<file path="src/common/tsf_defines.svh">
`ifndef TSF_DEFINES_SVH
`define TSF_DEFINES_SVH

// Lane word layout.
`define TSF_LANE_BITS 32
`define TSF_BYTES_PER_WORD 4
`define TSF_BYTE_BITS 8

// Byte position masks of a frame or multiframe start inside a lane word.
`define TSF_POS_BYTE0 4'h1
`define TSF_POS_BYTE1 4'h2
`define TSF_POS_BYTE2 4'h4
`define TSF_POS_BYTE3 4'h8
`define TSF_POS_ALL 4'hF
`define TSF_POS_NONE 4'h0

// Reset values.
`define TSF_RST_POS 4'h0
`define TSF_RST_SYNC 3'h0

// Input synchroniser depth and last byte index of a word.
`define TSF_SYNC_STAGES 3
`define TSF_LAST_BYTE 2'h3

// Default frame geometry: octets per frame and frames per multiframe.
`define TSF_DEF_OCTETS 8
`define TSF_DEF_FRAMES 4

`endif

</file>
<file path="src/common/tsf_pkg.sv">
package tsf_pkg;

    // Stream life cycle of the transmit data interface.
    typedef enum logic [1:0] {
        TSF_ST_RESET,
        TSF_ST_WAIT_SYNC,
        TSF_ST_DATA
    } tsf_state_t;

    typedef logic [3:0] tsf_pos_t;
    typedef logic [15:0] tsf_count_t;

endpackage : tsf_pkg

</file>
<file path="src/common/tsf_stream_if.sv">
`timescale 1ns/10ps
interface tsf_stream_if #(
    parameter int WIDTH = 32
);
    logic [WIDTH-1:0] data;
    logic valid;
    logic ready;

    modport src (output data, output valid, input ready);
    modport snk (input data, input valid, output ready);
endinterface : tsf_stream_if

</file>
<file path="src/design/tsf_skid_buffer.sv">
`timescale 1ns/10ps
`include "tsf_defines.svh"
module tsf_skid_buffer #(
    parameter int WIDTH = 32
) (
    input wire logic i_clk_sys,   // core clock
    input wire logic i_resetn,    // async reset, active low
    input wire logic i_flush,     // drop contents and refuse input
    tsf_stream_if.snk up,         // filling side
    tsf_stream_if.src dn          // draining side
);
    import tsf_pkg::*;

    logic [WIDTH-1:0] mem [2];
    logic [WIDTH-1:0] next_mem [2];
    logic [1:0] count;
    logic [1:0] next_count;
    logic rd_ptr;
    logic next_rd_ptr;
    logic wr_ptr;
    logic next_wr_ptr;
    logic in_ready;
    logic next_in_ready;
    logic push;
    logic pop;

    assign up.ready = in_ready;
    assign dn.valid = (count != 2'h0);
    assign dn.data = mem[rd_ptr];

    always_comb begin
        push = up.valid && in_ready;
        pop = dn.valid && dn.ready;
        next_mem = mem;
        next_count = count;
        next_rd_ptr = rd_ptr;
        next_wr_ptr = wr_ptr;
        if (i_flush) begin
            next_count = 2'h0;
            next_rd_ptr = 1'b0;
            next_wr_ptr = 1'b0;
        end else begin
            if (push) begin
                next_mem[wr_ptr] = up.data;
                next_wr_ptr = ~wr_ptr;
            end
            if (pop) begin
                next_rd_ptr = ~rd_ptr;
            end
            next_count = count + {1'b0, push} - {1'b0, pop};
        end
        // Registered ready: the source sees a stall one word early, so two entries suffice.
        next_in_ready = !i_flush && (next_count == 2'h0);
    end

    always_ff @(posedge i_clk_sys or negedge i_resetn) begin
        if (!i_resetn) begin
            mem[0] <= '0;
            mem[1] <= '0;
            count <= 2'h0;
            rd_ptr <= 1'b0;
            wr_ptr <= 1'b0;
            in_ready <= 1'b0;
        end else begin
            mem <= next_mem;
            count <= next_count;
            rd_ptr <= next_rd_ptr;
            wr_ptr <= next_wr_ptr;
            in_ready <= next_in_ready;
        end
    end
endmodule : tsf_skid_buffer

</file>
<file path="src/design/tsf_lane_serializer.sv">
`timescale 1ns/10ps
`include "tsf_defines.svh"
module tsf_lane_serializer #(
    parameter int LANES = 1
) (
    input wire logic i_clk_sys,                      // core clock
    input wire logic i_resetn,                       // async reset, active low
    input wire logic i_flush,                        // abandon the word in progress
    input wire logic i_line_ready,                   // line side takes an octet
    tsf_stream_if.snk wd,                            // lane words in
    output logic [`TSF_BYTE_BITS*LANES-1:0] o_octet, // one octet per lane
    output logic o_octet_valid                       // octets valid
);
    import tsf_pkg::*;

    localparam int WB = `TSF_LANE_BITS * LANES;

    logic [WB-1:0] word;
    logic [WB-1:0] next_word;
    logic busy;
    logic next_busy;
    logic [1:0] idx;
    logic [1:0] next_idx;
    logic [`TSF_BYTE_BITS*LANES-1:0] next_octet;
    logic next_octet_valid;
    logic slot_free;

    assign wd.ready = !busy && !i_flush;

    always_comb begin
        next_word = word;
        next_busy = busy;
        next_idx = idx;
        next_octet = o_octet;
        next_octet_valid = o_octet_valid;
        slot_free = !o_octet_valid || i_line_ready;
        if (i_flush) begin
            next_busy = 1'b0;
            next_idx = 2'h0;
            next_octet_valid = 1'b0;
        end else begin
            if (slot_free) begin
                next_octet_valid = busy;
            end
            if (busy && slot_free) begin
                // Least significant byte of each lane leaves first. [RULE_02]
                for (int l = 0; l < LANES; l++) begin
                    next_octet[l*`TSF_BYTE_BITS +: `TSF_BYTE_BITS] =
                        word[l*`TSF_LANE_BITS + idx*`TSF_BYTE_BITS +: `TSF_BYTE_BITS];
                end
                next_idx = idx + 2'h1;
                next_busy = (idx != `TSF_LAST_BYTE);
            end
            if (wd.valid && !busy) begin
                next_word = wd.data;
                next_busy = 1'b1;
                next_idx = 2'h0;
            end
        end
    end

    always_ff @(posedge i_clk_sys or negedge i_resetn) begin
        if (!i_resetn) begin
            word <= '0;
            busy <= 1'b0;
            idx <= 2'h0;
            o_octet <= '0;
            o_octet_valid <= 1'b0;
        end else begin
            word <= next_word;
            busy <= next_busy;
            idx <= next_idx;
            o_octet <= next_octet;
            o_octet_valid <= next_octet_valid;
        end
    end
endmodule : tsf_lane_serializer

</file>
<file path="src/design/tsf_tx_frame_if.sv">
`timescale 1ns/10ps
`include "tsf_defines.svh"

// What this block does
// [RULE_01] Each lane owns 32 bits, lane n at 32n.
// [RULE_02] Lane word leaves low byte first.
// [RULE_03] Frame start mask describes next accepted word.
// [RULE_04] Value 0001: frame starts in byte 0.
// [RULE_05] Value 0010: frame starts in byte 1.
// [RULE_06] Value 0100: frame starts in byte 2.
// [RULE_07] Value 1000: frame starts in byte 3.
// [RULE_08] Short frames set several bits, F=1 gives 1111.
// [RULE_09] Ready output marks words taken in.
// [RULE_10] One active-low stream reset for all lanes.
// [RULE_11] Everything on the transmit core clock.
// [RULE_12] Multiframe start mask, same code and timing.
// [RULE_13] Far end holds sync low until aligned.
// [RULE_14] Source presents valid data whenever ready.
module tsf_tx_frame_if #(
    parameter int LANES = 1,                   // serial lanes
    parameter int OCTETS = `TSF_DEF_OCTETS,    // octets per frame, F
    parameter int FRAMES = `TSF_DEF_FRAMES     // frames per multiframe, K
) (
    input wire logic i_clk_sys,                                       // core clock
    input wire logic i_resetn,                                        // async reset, active low
    input wire logic [`TSF_LANE_BITS*LANES-1:0] i_tdata,              // sample words
    input wire logic i_sync_n,                                        // far-end sync request
    input wire logic i_line_ready,                                    // line takes octets
    output logic o_tready,                                            // word taken this cycle
    output logic o_stream_resetn,                                     // stream reset, active low
    output tsf_pkg::tsf_pos_t o_tx_frame_first_byte_pos,              // frame start mask
    output tsf_pkg::tsf_pos_t o_tx_mframe_first_byte_pos,             // multiframe start mask
    output logic [`TSF_BYTE_BITS*LANES-1:0] o_lane_octet,             // octet per lane
    output logic o_lane_octet_valid                                   // octets valid
);
    import tsf_pkg::*;

    localparam int WB = `TSF_LANE_BITS * LANES;
    localparam int MF_OCTETS = OCTETS * FRAMES;

    ////////////////////////////////////////////////////////////////////////////////
    // Sync request input: three stages, a change counts once the last two agree.

    logic [`TSF_SYNC_STAGES-1:0] sync_sr;
    logic [`TSF_SYNC_STAGES-1:0] next_sync_sr;
    logic sync_level;
    logic next_sync_level;

    always_comb begin
        next_sync_sr = {sync_sr[`TSF_SYNC_STAGES-2:0], i_sync_n};
        next_sync_level = sync_level;
        if (sync_sr[1] == sync_sr[2]) begin
            next_sync_level = sync_sr[2];
        end
    end

    always_ff @(posedge i_clk_sys or negedge i_resetn) begin
        if (!i_resetn) begin
            sync_sr <= `TSF_RST_SYNC;
            sync_level <= 1'b0;
        end else begin
            sync_sr <= next_sync_sr;
            sync_level <= next_sync_level;
        end
    end

    ////////////////////////////////////////////////////////////////////////////////
    // Stream life cycle and the stream reset.

    tsf_state_t state;
    tsf_state_t next_state;
    logic next_stream_resetn;
    logic active;

    always_comb begin
        next_state = state;
        unique case (state)
            TSF_ST_RESET: begin
                next_state = TSF_ST_WAIT_SYNC;
            end
            TSF_ST_WAIT_SYNC: begin
                // The far end keeps sync low until its aligner is done. [RULE_13]
                if (sync_level) begin
                    next_state = TSF_ST_DATA;
                end
            end
            TSF_ST_DATA: begin
                if (!sync_level) begin
                    next_state = TSF_ST_WAIT_SYNC;
                end
            end
        endcase
        // Held low outside data so every lane restarts its frame count together. [RULE_10]
        next_stream_resetn = (next_state == TSF_ST_DATA);
    end

    always_ff @(posedge i_clk_sys or negedge i_resetn) begin
        if (!i_resetn) begin
            state <= TSF_ST_RESET;
            o_stream_resetn <= 1'b0;
        end else begin
            state <= next_state;
            o_stream_resetn <= next_stream_resetn;
        end
    end

    assign active = o_stream_resetn;

    ////////////////////////////////////////////////////////////////////////////////
    // Data path: two-entry buffer, then the lane serialiser.

    tsf_stream_if #(.WIDTH(WB)) in_if ();
    tsf_stream_if #(.WIDTH(WB)) mid_if ();

    // No valid comes with the samples: the source has a word whenever ready is high. [RULE_14]
    assign in_if.valid = active;
    assign in_if.data = i_tdata; // [RULE_01]

    // The buffer flushes on the edge that resets the stream, so ready never outlives it.
    tsf_skid_buffer #(.WIDTH(WB)) u_buf (
        .i_clk_sys(i_clk_sys),
        .i_resetn(i_resetn),
        .i_flush(!active || !next_stream_resetn),
        .up(in_if),
        .dn(mid_if)
    );

    // Ready is the buffer's own registered ready, so it is a flip-flop. [RULE_09]
    assign o_tready = in_if.ready;

    tsf_lane_serializer #(.LANES(LANES)) u_ser (
        .i_clk_sys(i_clk_sys),
        .i_resetn(i_resetn),
        .i_flush(!active),
        .i_line_ready(i_line_ready),
        .wd(mid_if),
        .o_octet(o_lane_octet),
        .o_octet_valid(o_lane_octet_valid)
    );

    ////////////////////////////////////////////////////////////////////////////////
    // Frame and multiframe start positions of the next word to be accepted.

    tsf_count_t fpos;
    tsf_count_t next_fpos;
    tsf_count_t mpos;
    tsf_count_t next_mpos;
    tsf_pos_t next_frame_pos;
    tsf_pos_t next_mframe_pos;
    logic accept;

    // Octet counter step with wrap; avoids a divider for arbitrary frame sizes.
    function automatic tsf_count_t step(input tsf_count_t p, input int size);
        tsf_count_t lim;
        lim = tsf_count_t'(size - 1);
        step = (p == lim) ? '0 : p + 16'h0001;
    endfunction : step

    // Bit b is set when byte b of the lane word is octet 0 of its frame. [RULE_08]
    function automatic tsf_pos_t pos_mask(input tsf_count_t p, input int size);
        tsf_count_t q;
        pos_mask = `TSF_POS_NONE;
        q = p;
        for (int b = 0; b < `TSF_BYTES_PER_WORD; b++) begin
            pos_mask[b] = (q == '0);
            q = step(q, size);
        end
    endfunction : pos_mask

    always_comb begin
        accept = o_tready && active;
        next_fpos = fpos;
        next_mpos = mpos;
        if (!next_stream_resetn) begin
            next_fpos = '0;
            next_mpos = '0;
        end else if (accept) begin
            for (int b = 0; b < `TSF_BYTES_PER_WORD; b++) begin
                next_fpos = step(next_fpos, OCTETS);
                next_mpos = step(next_mpos, MF_OCTETS);
            end
        end
        // Codes 0001, 0010, 0100, 1000 fall out of the mask. [RULE_04] [RULE_05]
        next_frame_pos = pos_mask(next_fpos, OCTETS); // [RULE_06] [RULE_07]
        next_mframe_pos = pos_mask(next_mpos, MF_OCTETS); // [RULE_12]
    end

    // Shown one cycle before the word they describe is taken. [RULE_03] [RULE_11]
    always_ff @(posedge i_clk_sys or negedge i_resetn) begin
        if (!i_resetn) begin
            fpos <= '0;
            mpos <= '0;
            o_tx_frame_first_byte_pos <= `TSF_RST_POS;
            o_tx_mframe_first_byte_pos <= `TSF_RST_POS;
        end else begin
            fpos <= next_fpos;
            mpos <= next_mpos;
            o_tx_frame_first_byte_pos <= next_frame_pos;
            o_tx_mframe_first_byte_pos <= next_mframe_pos;
        end
    end
endmodule : tsf_tx_frame_if

</file>
<file path="config.mk">
export PLATFORM = sky130hd
export DESIGN_NAME = tsf_tx_frame_if
export DESIGN_NICKNAME = d
export VERILOG_FILES = /design/src/common/tsf_pkg.sv /design/src/common/tsf_stream_if.sv /design/src/design/tsf_skid_buffer.sv /design/src/design/tsf_lane_serializer.sv /design/src/design/tsf_tx_frame_if.sv
export VERILOG_INCLUDE_DIRS = /design/src /design/src/common
export SDC_FILE = /design/constraint.sdc
export NUM_CORES = 1
export LEC_CHECK = 0
export BUFFER_PORTS_ARGS = -buffer_cell sky130_fd_sc_hd__buf_2
export CORE_ASPECT_RATIO = 0.7
export CORE_MARGIN = 10
export CORE_UTILIZATION = 45
export CTS_BUF_LIST = sky130_fd_sc_hd__clkbuf_8
export DETAILED_ROUTE_END_ITERATION = 6
export GPL_TIMING_DRIVEN = 0
export PLACE_DENSITY_LB_ADDON = 0.05
export SLEW_MARGIN = 10
export SYNTH_ARGS = -nofsm -noshare
export SYNTH_HDL_FRONTEND = slang
export SYNTH_HIERARCHICAL = 1
export SYNTH_SLANG_ARGS = --single-unit
</file>
<file path="constraint.sdc">
create_clock -name i_clk_sys -period 9.9 [get_ports i_clk_sys]
set_clock_uncertainty 0.15 [all_clocks]
set_input_delay 1.485 -clock i_clk_sys [delete_from_list [all_inputs] [get_ports i_clk_sys]]
set_output_delay 1.485 -clock i_clk_sys [all_outputs]
set_load 0.005 [all_outputs]
</file>
After elaboration in Yosys (flattened, before gate mapping)
Cells that the tools add are included.
Operators by class
  add/sub/neg operators: 17
  multipliers: 0
  divide/modulo/power cells: 0
  order comparisons: 3
  equal/unequal tests: 21
  shift-type cells: 1
  multiplexer cells: 40
  bitwise gates (word level): 5
  reductions and logical operators: 30
Operator list (number)
  16-bit two-way mux: 18
  16-bit by 1-bit adder with 16-bit output (second input constant): 14
  16-bit logical NOT: 8
  32-bit two-way mux: 4
  16-bit by 3-bit == test with 1-bit output (second input constant): 7
  16-bit by 5-bit == test with 1-bit output (second input constant): 7
  64-bit bitwise mux: 1
  32-bit demux with 1-bit select: 1
  32-bit by 6-bit indexed part select with 8-bit output: 1
  2-bit two-way mux: 6
  1-bit two-way mux: 9
  1-bit logical AND: 7
  2-bit one-hot mux with 3 select lines: 1
  2-bit AND reduction: 3
  2-bit nonzero test: 3
  1-bit logical NOT: 5
  2-bit == test (second input constant): 2
  2-bit greater-or-equal comparator (second input constant): 2
  2-bit logical NOT: 2
  1-bit NOT with 2-bit output: 2
  3-bit by 1-bit != test with 1-bit output (second input constant): 1
  1-bit NOT: 3
  2-bit by 1-bit adder with 2-bit output: 1
  2-bit by 1-bit adder with 2-bit output (second input constant): 1
  other kinds (7): 8
Word-level totals
  register bits after elaboration: 160
  bits in latches: 0
  bits in writable memories: 0
  ROM bits: 0
  input port bits: 36
  memories: 0

Longest topological paths before layout
Gate-level depths: netlist of the first run.
  word-level depth: 17
  gate-level depth with buffers: 33

By module
Netlist of the first run, hierarchy kept.
By module, submodules not included
  tsf_tx_frame_if: instances 1, cells each 1353, area an instance 9997.1 um2, sequential area each 1176.1 um2
  tsf_skid_buffer: instances 1, cells each 194, area an instance 3188.1 um2, sequential area each 1726.7 um2
  tsf_lane_serializer: instances 1, cells each 117, area an instance 2039.5 um2, sequential area each 1101.1 um2

Worst setup path before layout of the first run
Ideal clock, no wire load.
  kind: reg2reg
  start: register fpos[1]
  end: register o_tx_frame_first_byte_pos[3]
  arrival time: 6565 ps
  required time: 9628 ps
  path slack: 3064 ps
  stages on the path, launching flop included: 29
  path buffers: 1
  period minus slack after synthesis: 6836 ps
  cells stage by stage: dfrtp_1 ha_1 buf_4 xor2_1 and2_1 nand3_1 or4_1 or3_1 nand2_1 ha_1 nor2b_1 o2111ai_1 nor4bb_1 o2111ai_1 a21oi_1 inv_1 ha_1 nand2_1 a41oi_1 a21bo_2 xor2_1 nand3_1 a211oi_1 nand4b_1 nor3_1 xnor2_1 o2111a_1 nand4_1 a2111oi_1
Between the ends
  cells in the longest elaborated chain, start to end: 17
  elaborated cells on any way between the ends: 24
Ends and longest elaborated chain
  from (decl): RTL line tsf_tx_frame_if.sv:144  | tsf_count_t fpos;
  from (signal assigned): RTL line tsf_tx_frame_if.sv:196  | fpos <= next_fpos;
  16-bit by 3-bit == test with 1-bit output / 16-bit by 1-bit adder with 16-bit output (equally long branches): RTL line tsf_tx_frame_if.sv:156  | step = (p == lim) ? '0 : p + 16'h0001;
  16-bit two-way mux (*): RTL line tsf_tx_frame_if.sv:156
  16-bit by 1-bit adder with 16-bit output / 16-bit by 3-bit == test with 1-bit output (equally long branches): RTL line tsf_tx_frame_if.sv:156
  16-bit two-way mux (*): RTL line tsf_tx_frame_if.sv:156
  16-bit by 1-bit adder with 16-bit output / 16-bit by 3-bit == test with 1-bit output (equally long branches): RTL line tsf_tx_frame_if.sv:156
  16-bit two-way mux (*): RTL line tsf_tx_frame_if.sv:156
  16-bit by 1-bit adder with 16-bit output / 16-bit by 3-bit == test with 1-bit output (equally long branches): RTL line tsf_tx_frame_if.sv:156
  16-bit two-way mux (*): RTL line tsf_tx_frame_if.sv:156
  (+2 left out)
  named net next_fpos[0]: RTL line tsf_tx_frame_if.sv:145  | tsf_count_t next_fpos;
  16-bit by 1-bit adder with 16-bit output / 16-bit by 3-bit == test with 1-bit output (equally long branches): RTL line tsf_tx_frame_if.sv:156
  16-bit two-way mux (*): RTL line tsf_tx_frame_if.sv:156
  16-bit by 1-bit adder with 16-bit output / 16-bit by 3-bit == test with 1-bit output (equally long branches): RTL line tsf_tx_frame_if.sv:156
  16-bit two-way mux (*): RTL line tsf_tx_frame_if.sv:156
  16-bit by 1-bit adder with 16-bit output / 16-bit by 3-bit == test with 1-bit output (equally long branches): RTL line tsf_tx_frame_if.sv:156
  16-bit two-way mux (*): RTL line tsf_tx_frame_if.sv:156
  16-bit logical NOT (*): RTL line tsf_tx_frame_if.sv:165  | pos_mask[b] = (q == '0);
  named net next_frame_pos[3]: RTL line tsf_tx_frame_if.sv:148  | tsf_pos_t next_frame_pos;
  to (signal assigned): RTL line tsf_tx_frame_if.sv:193  | o_tx_frame_first_byte_pos <= `TSF_RST_POS;
  to (signal assigned): RTL line tsf_tx_frame_if.sv:198  | o_tx_frame_first_byte_pos <= next_frame_pos;
  to (decl): RTL line tsf_tx_frame_if.sv:31  | output tsf_pkg::tsf_pos_t o_tx_frame_first_byte_pos,
Mark *: on every way through the listed nets, which the timed path passes. The rest lies on a longest branch.
A chain may end at the register's enable or synchronous reset.

Worst setup path after layout of the first run
  start: register fpos[11]
  end: register o_tx_frame_first_byte_pos[3]
The elaborated chain is that of the path after synthesis.

==> results.sh, run 1 <==
export IMPL_design_core_area_sq_mm=0.03342
export IMPL_io_pin_count=55
export IMPL_post_route_period_util=0.9371
export IMPL_diodes=0
export IMPL_grt_busiest_layer="met1"
export IMPL_synth_area_sq_mm=0.01522
export IMPL_die_w_microns=239.8
export IMPL_grt_max_degree=87
export IMPL_final_nets=1797
export IMPL_synth_seq_cells=160
export IMPL_synth_top_family_by_area="simple AND/OR/NAND/NOR gates"
export IMPL_yosysTopAreaCellShare=0.2630
export IMPL_max_freq_ghz=0.1078
export IMPL_min_period_ns=9.277
export IMPL_slew_viol_final=0
export IMPL_synthFlopType="dfrtp_1"
export IMPL_layout_setup_ws_ns=0.6228
export IMPL_hold_path_class="reg2reg"
export IMPL_antenna_found_initial=0
export IMPL_finalSetupTns_ns=0
export IMPL_synth_compound_area_frac=0.1925
export IMPL_ant_nets=0
export IMPL_crit_type="reg2reg"
export IMPL_ys_warn_count=6
export IMPL_p_total_mw=1.272
export IMPL_drt_pass1_iter_count=5
export IMPL_syn_inst=1664
export IMPL_start_util=0.4555
export IMPL_cts_tree="done"
export IMPL_cp_end_kind="flip-flop"
export IMPL_drv_cap=0
export IMPL_syn_to_final_growth_pct=8.021
export IMPL_cts_buffers_inserted=17
export IMPL_synth_area_leaders="dfrtp_1 (26%), mux2_2 (6.3%), mux2_4 (5.8%)"
export IMPL_yosysMostFrequentCell="dfrtp_1"
export IMPL_dpl_hpwl_microns=40630
export IMPL_synth_simple_area_share=0.2544
export IMPL_clockRootBuffer="clkbuf_8"
export IMPL_grt_use_met1=0.3970
export IMPL_cts_hold_buf=0
export IMPL_netlist_top_cells_count="dfrtp_1 (160), nand2_1 (110), nor2_1 (89)"
export IMPL_yosys_area_top_type="dfrtp_1"
export IMPL_wirelength_microns=51350
export IMPL_port_buffer_count=54
export IMPL_synth_xor_area_frac=0.07972
export IMPL_syn_avg_cell_area_sq_um=9.149
export IMPL_powerDensity_mw_per_mm2=77.36
export IMPL_grtUsageMet3=0.08232
export IMPL_setup_viol=0
export IMPL_start_kind="flip-flop"
export IMPL_cts_sinks=160
export IMPL_synth_distinct_cells=126
export IMPL_post_cts_setup_buffer_count=0
export IMPL_min_from="sync_sr[0]"
export IMPL_die_area_sq_mm=0.04171
export IMPL_vias=14118
export IMPL_crit_start="fpos[11]"
export IMPL_peakVddDrop_v=0.00006308
export IMPL_multiInputGateArea_sq_mm=0.01047
export IMPL_synthAdderAreaFrac=0.01956
export IMPL_required_ns=10.07
export IMPL_max_slew_worst_pin_slew_ns=1.016
export IMPL_nFillCells=3166
export IMPL_arrival_ns=9.44
export IMPL_grt_pass1_wl_microns=78400
export IMPL_rr_startpoint="fpos[11]"
export IMPL_clock_latency_ns=0.48
export IMPL_final_hold_violation_count=0
export IMPL_clk_path_buf_depth=2
export IMPL_dp_slack_ns=1.042
export IMPL_status="finished, final reports clean"
export IMPL_ys_async_sr_fraction=1.000
export IMPL_wire_per_inst_microns=23.49
export IMPL_h_tree_depth=4
export IMPL_synthesis_nets=1723
export IMPL_drc=0
export IMPL_num_rows=56
export IMPL_layout_drive_gt1_share=0.2262
export IMPL_cts_resized=0
export IMPL_grt_pass1_vias=12804
export IMPL_drt_initial_drc_count=1544
export IMPL_die_h_microns=173.9
export IMPL_yosysSeqAreaShare=0.2630
export IMPL_grtUsageMet2=0.2827
export IMPL_vias_per_cell=6.458
export IMPL_relSlewSlack=0.3170
export IMPL_p_leak_nw=6.539
export IMPL_whs_ns=0.2437
export IMPL_synthMuxAreaShare=0.1414
export IMPL_grt_usage=0.2401
export IMPL_grt_overflow_total=0
export IMPL_gp_congestion=0.9847
export IMPL_cp_max_fo=10
export IMPL_rsz0062_at_grt="false"
export IMPL_synth_edf_count=0
export IMPL_clk_pin_slew_ns=0.09
export IMPL_ff_latch_area_sq_mm=0.004004
path summary, 6_finish.rpt:
check	slack, ns	to	cells past startpoint
max in group asynchronous	7.89	u_buf/mem[45]	2
worst max-delay path	0.62	o_tx_frame_first_byte_pos[3]	27
min in group asynchronous	0.88	fpos[11]	1
worst min register to register	0.24	sync_sr[1]	0
worst max register to register	0.62	o_tx_frame_first_byte_pos[3]	27
worst min-delay path	0.24	sync_sr[1]	0
logic make-up after synthesis:
group,after synthesis
compound gates,376
xor+xnor,127
fa+ha+maj,24
buf+inv,144
flops,160
mux,165
simple gates,668
placed cells by master, fill, tap and decap left out, drive strengths merged, types with 8 or more instances in the layout:
cell	Yosys	final
or4	20	20
o31ai	21	21
xnor2	88	88
o21a	9	9
nor4	49	49
buf	55	110
a21o	11	11
a211oi	26	26
o211ai	16	16
and3	36	36
mux4	8	8
mux2	144	144
nand2b	10	10
a31oi	23	23
dfrtp	160	160
nor3b	13	13
mux2i	13	13
nor4b	8	8
a22oi	8	8
nand4b	9	9
or2	15	15
o22ai	10	10
xor2	34	34
and4	17	17
nor3	74	74
a21boi	12	12
nand4	53	53
ha	23	23
nor2b	11	11
o21ai	62	62
nand3	78	78
a21oi	54	54
inv	51	59
or3	16	16
and2	33	33
nand2	111	111
nor2	92	92
a211o	12	12
clkbuf	36	54
a2111oi	16	16
worst max-delay path, cell delays in order (launching register included):
cell	delay, ns
dfrtp_1	0.34
clkbuf_1	0.64
nand3_1	0.31
nor4_1	0.74
mux2i_1	0.34
nand2_1	0.20
or3_1	0.49
nand2_1	0.24
ha_1	0.31
nor2b_1	0.32
o2111ai_1	0.22
nor4bb_1	0.40
o2111ai_1	0.36
a21oi_1	0.56
inv_1	0.19
ha_1	0.27
nand2_1	0.25
a41oi_1	0.08
a21bo_2	0.24
xor2_1	0.28
nand3_1	0.19
a211oi_1	0.27
nand4b_1	0.31
nor3_1	0.31
xnor2_1	0.22
o2111a_1	0.26
nand4_1	0.10
a2111oi_1	0.53
final cells by class:
| class | instances | share of cell area |
|---|---|---|
| Tap cell | 435 | 0.03309 |
| Clock inverter | 14 | 0.007380 |
| Clock buffer | 18 | 0.01506 |
| Sequential cell | 160 | 0.2435 |
| Timing Repair Buffer | 55 | 0.01872 |
| Inverter | 53 | 0.01210 |
| Multi-Input combinational cell | 1360 | 0.6365 |
| Buffer | 91 | 0.03370 |
power by group:
part           internal [mW]  switching (mW)
registers              0.667          0.0117
logic                 0.0351          0.0819
clock network          0.188           0.288
routing by layer:
layer,vias to the layer above,share of wire,wire length [microns]
met5,-,0,0
met4,0,0.0058,298
met3,22,0.11,5898
met2,637,0.36,18420
met1,6934,0.52,26740
li1,6525,-,-
sequential cells by signal (all words and copies together), names as in the netlist, 2 cells and up:
register,cells
u_buf/mem,64
o_tx_mframe_first_byte_pos,4
u_ser/word,32
state,2
o_tx_frame_first_byte_pos,4
fpos,16
mpos,16
sync_sr,3
u_ser/o_octet,8
u_buf/count,2
u_ser/idx,2
per-stage QoR:
step,util,cell area [sq um],cells
2_1_floorplan,-,15220,1664
3_3_place_gp,0.4799,16040,2153
3_5_place_dp,0.4810,16080,2154
4_1_cts,0.4921,16450,2186
5_1_grt,0.4921,16450,2186
6_report,0.4921,16450,2186
(Power assumes the default switching activity.)
==> inputs of run 2 (changes only) <==
ABC_AREA = 1   (was not set)
==> run 2 against run 1 <==
First-iteration DRC count shrank 2.7%. Die area down 4.6%. Global-route usage is 2.7 points lower. Clock power increased by 9.9%. Critical path type unchanged.
==> results.sh, run 2 <==
export IMPL_max_slew_worst_pin_slew_ns=0.8669
export IMPL_synthFlopType="dfrtp_1"
export IMPL_syn_to_final_growth_pct=8.586
export IMPL_yosys_area_top_type="dfrtp_1"
export IMPL_min_period_ns=7.055
export IMPL_reg2reg_slack_ns=2.85
export IMPL_timing_rr_end="o_tx_frame_first_byte_pos[3]"
export IMPL_nFillCells=3344
export IMPL_layout_drive_gt1_share=0.1863
export IMPL_wire_per_inst_microns=14.93
export IMPL_hold_path_class="reg2reg"
export IMPL_p_leak_nw=8.157
export IMPL_grt_overflow_total=0
export IMPL_syn_inst=2307
export IMPL_cp_slowest_stage_delay_ns=0.51
export IMPL_die_h_microns=170.0
export IMPL_met2_length_microns=15890
export IMPL_die_w_microns=234.2
export IMPL_cp_max_fo=9
export IMPL_wirelength_microns=42020
export IMPL_yosysMostFrequentCell="nand2_1"
export IMPL_gp_congestion=0.9273
export IMPL_start_kind="flip-flop"
export IMPL_required_ns=10.20
export IMPL_powerDensity_mw_per_mm2=83.36
export IMPL_drv_cap=0
export IMPL_cts_sinks=160
export IMPL_start_util=0.4601
export IMPL_cts_hold_buf=0
export IMPL_clockRootBuffer="clkbuf_8"
export IMPL_drc=0
export IMPL_grt_pass1_vias=13051
export IMPL_critPathSlowestCell="dfrtp_1"
export IMPL_antenna_found_initial=0
export IMPL_crit_type="reg2reg"
export IMPL_die_area_sq_mm=0.03981
export IMPL_cp_end_kind="flip-flop"
export IMPL_grt_max_degree=103
export IMPL_io_pin_count=55
export IMPL_vias_per_cell=5.133
export IMPL_grt_usage=0.2131
export IMPL_dpl_hpwl_microns=33480
export IMPL_min_to="sync_sr[1]"
export IMPL_layout_commonest_cell="nand2_1"
export IMPL_synth_distinct_cells=50
export IMPL_grt_pass1_wl_microns=68120
export IMPL_final_hold_violation_count=0
export IMPL_drt_initial_drc_count=1503
export IMPL_cts_tree="done"
export IMPL_design_core_area_sq_mm=0.03142
export IMPL_syn_avg_cell_area_sq_um=6.266
export IMPL_cts_buffers_inserted=17
export IMPL_max_freq_ghz=0.1417
export IMPL_relSlewSlack=0.4221
export IMPL_post_cts_setup_buffer_count=0
export IMPL_largest_reg_flops=64
export IMPL_wl_met3_microns=3469
export IMPL_num_rows=54
export IMPL_yosysSeqAreaShare=0.2770
export IMPL_ys_async_sr_fraction=1.000
export IMPL_setup_viol=0
export IMPL_diodes=0
export IMPL_ant_nets=0
export IMPL_arrival_ns=7.35
export IMPL_synth_edf_count=0
export IMPL_peakVddDrop_v=0.00007630
export IMPL_cts_resized=0
export IMPL_synth_seq_cells=160
export IMPL_ys_warn_count=6
export IMPL_m1WireLength_microns=22500
export IMPL_synth_area_leaders="dfrtp_1 (28%), nand2_1 (21%), inv_1 (7.9%)"
export IMPL_yosysTopAreaCellShare=0.2770
export IMPL_fin_util=0.4996
export IMPL_clk_path_buf_depth=2
export IMPL_drt_pass1_iter_count=6
export IMPL_final_nets=2440
export IMPL_vias=14443
export IMPL_top_layer_used="met4"
export IMPL_r2r_cells=41
export IMPL_cp_common_cell="nand2_1"
export IMPL_clk_pin_slew_ns=0.11
export IMPL_status="finished, final reports clean"
export IMPL_port_buffer_count=54
export IMPL_finalSetupTns_ns=0
export IMPL_h_tree_depth=4
export IMPL_slew_viol_final=0
export IMPL_clock_latency_ns=0.50
export IMPL_min_from="sync_sr[0]"
export IMPL_rsz0062_at_grt="false"
export IMPL_regMostFlops="u_buf/mem"
export IMPL_rr_startpoint="fpos[0]"
export IMPL_synthesis_nets=2366
export IMPL_reg_largest_list="u_buf/mem x64, u_ser/word x32"
export IMPL_p_total_mw=1.309
export IMPL_hold_path_depth=0
export IMPL_final_cell_mix="nand2_1 (807), inv_1 (305), nor2_1 (249), nand3_1 (179), dfrtp_1 (160)"
export IMPL_synth_area_sq_mm=0.01446
export IMPL_netlist_top_cells_count="nand2_1 (807), inv_1 (305), nor2_1 (249)"
export IMPL_post_route_period_util=0.7126
## run 2: cell count changes after synthesis, moves of 54 or more
cell / previous run / this run
xnor2_1: 85 / 6
nor2_2: 3 / 63
nand2_1: 110 / 807
o21ai_2: 2 / 56
inv_1: 47 / 305
nor3_1: 70 / 15
nor2_1: 89 / 249
nand3_1: 74 / 179
mux2_2: 85 / 0
nand2_2: 1 / 66
mux2_4: 59 / 0
## run 2: power by group
group / switching, mW / total (mW) / internal, mW
registers: 0.00660 / 0.669 / 0.662
logic: 0.0859 / 0.116 / 0.0301
clock network: 0.291 / 0.523 / 0.232
## run 2: routing by layer
metal  GRT usage  vias to the layer above
li1            -                     7363
met1      0.3436                     6615
met2      0.2814                      455
met3     0.04835                       10
met4     0.02601                        0
met5           0                        -
## run 2: how the worst max path moves through the flow
stage	startpoint	to	slack [ns]
after CTS	fpos[0]	o_tx_frame_first_byte_pos[3]	2.98
after global placement	fpos[0]	o_tx_frame_first_byte_pos[2]	3.10
after detailed placement	fpos[0]	o_tx_frame_first_byte_pos[3]	3.02
final	fpos[0]	o_tx_frame_first_byte_pos[3]	2.85
after floorplan	fpos[0]	o_tx_frame_first_byte_pos[3]	4.42
after global routing	fpos[0]	o_tx_frame_first_byte_pos[3]	2.16
## run 2: worst max-delay path: cells and delay by family, from the launching register on
family	cells	cell delay, ns
AND/OR/NAND/NOR	30	4.46
adder cells (fa/ha/maj)	3	0.84
buffers and inverters	6	0.65
flip-flops	1	0.51
XOR/XNOR	1	0.21
AO/OA/AOI/OAI	1	0.16
## run 2: kinds of logic after synthesis
family | share of synthesized area
AO/OA/AOI/OAI | 0.09183
XOR/XNOR | 0.01445
adder cells (fa/ha/maj) | 0.02060
buffers and inverters | 0.1122
flip-flops | 0.2770
AND/OR/NAND/NOR | 0.4840
## run 2: stage by stage
| stage | instance area (sq um) | instances | hold WS [ns] | setup slack (ns) |
|---|---|---|---|---|
| 2_1_floorplan | 14460 | 2307 | 0.1812 | 4.423 |
| 3_3_place_gp | 15250 | 2781 | 0.1834 | 3.104 |
| 3_5_place_dp | 15290 | 2782 | 0.1928 | 3.023 |
| 4_1_cts | 15700 | 2814 | 0.2142 | 2.981 |
| 5_1_grt | 15700 | 2814 | 0.2286 | 2.155 |
| 6_report | 15700 | 2814 | 0.2133 | 2.845 |
## run 2: cell type report
| cell class | instances | area, sq um | share of cell area |
|---|---|---|---|
| multi-input cells | 1760 | 8831 | 0.5626 |
| flip-flops and latches | 160 | 4004 | 0.2551 |
| inverters | 346 | 1299 | 0.08274 |
| well taps | 420 | 525.5 | 0.03348 |
| plain buffers | 41 | 322.8 | 0.02056 |
| repair buffers | 55 | 307.8 | 0.01961 |
| clock buffers | 17 | 234.0 | 0.01491 |
| clock inverters | 15 | 173.9 | 0.01108 |
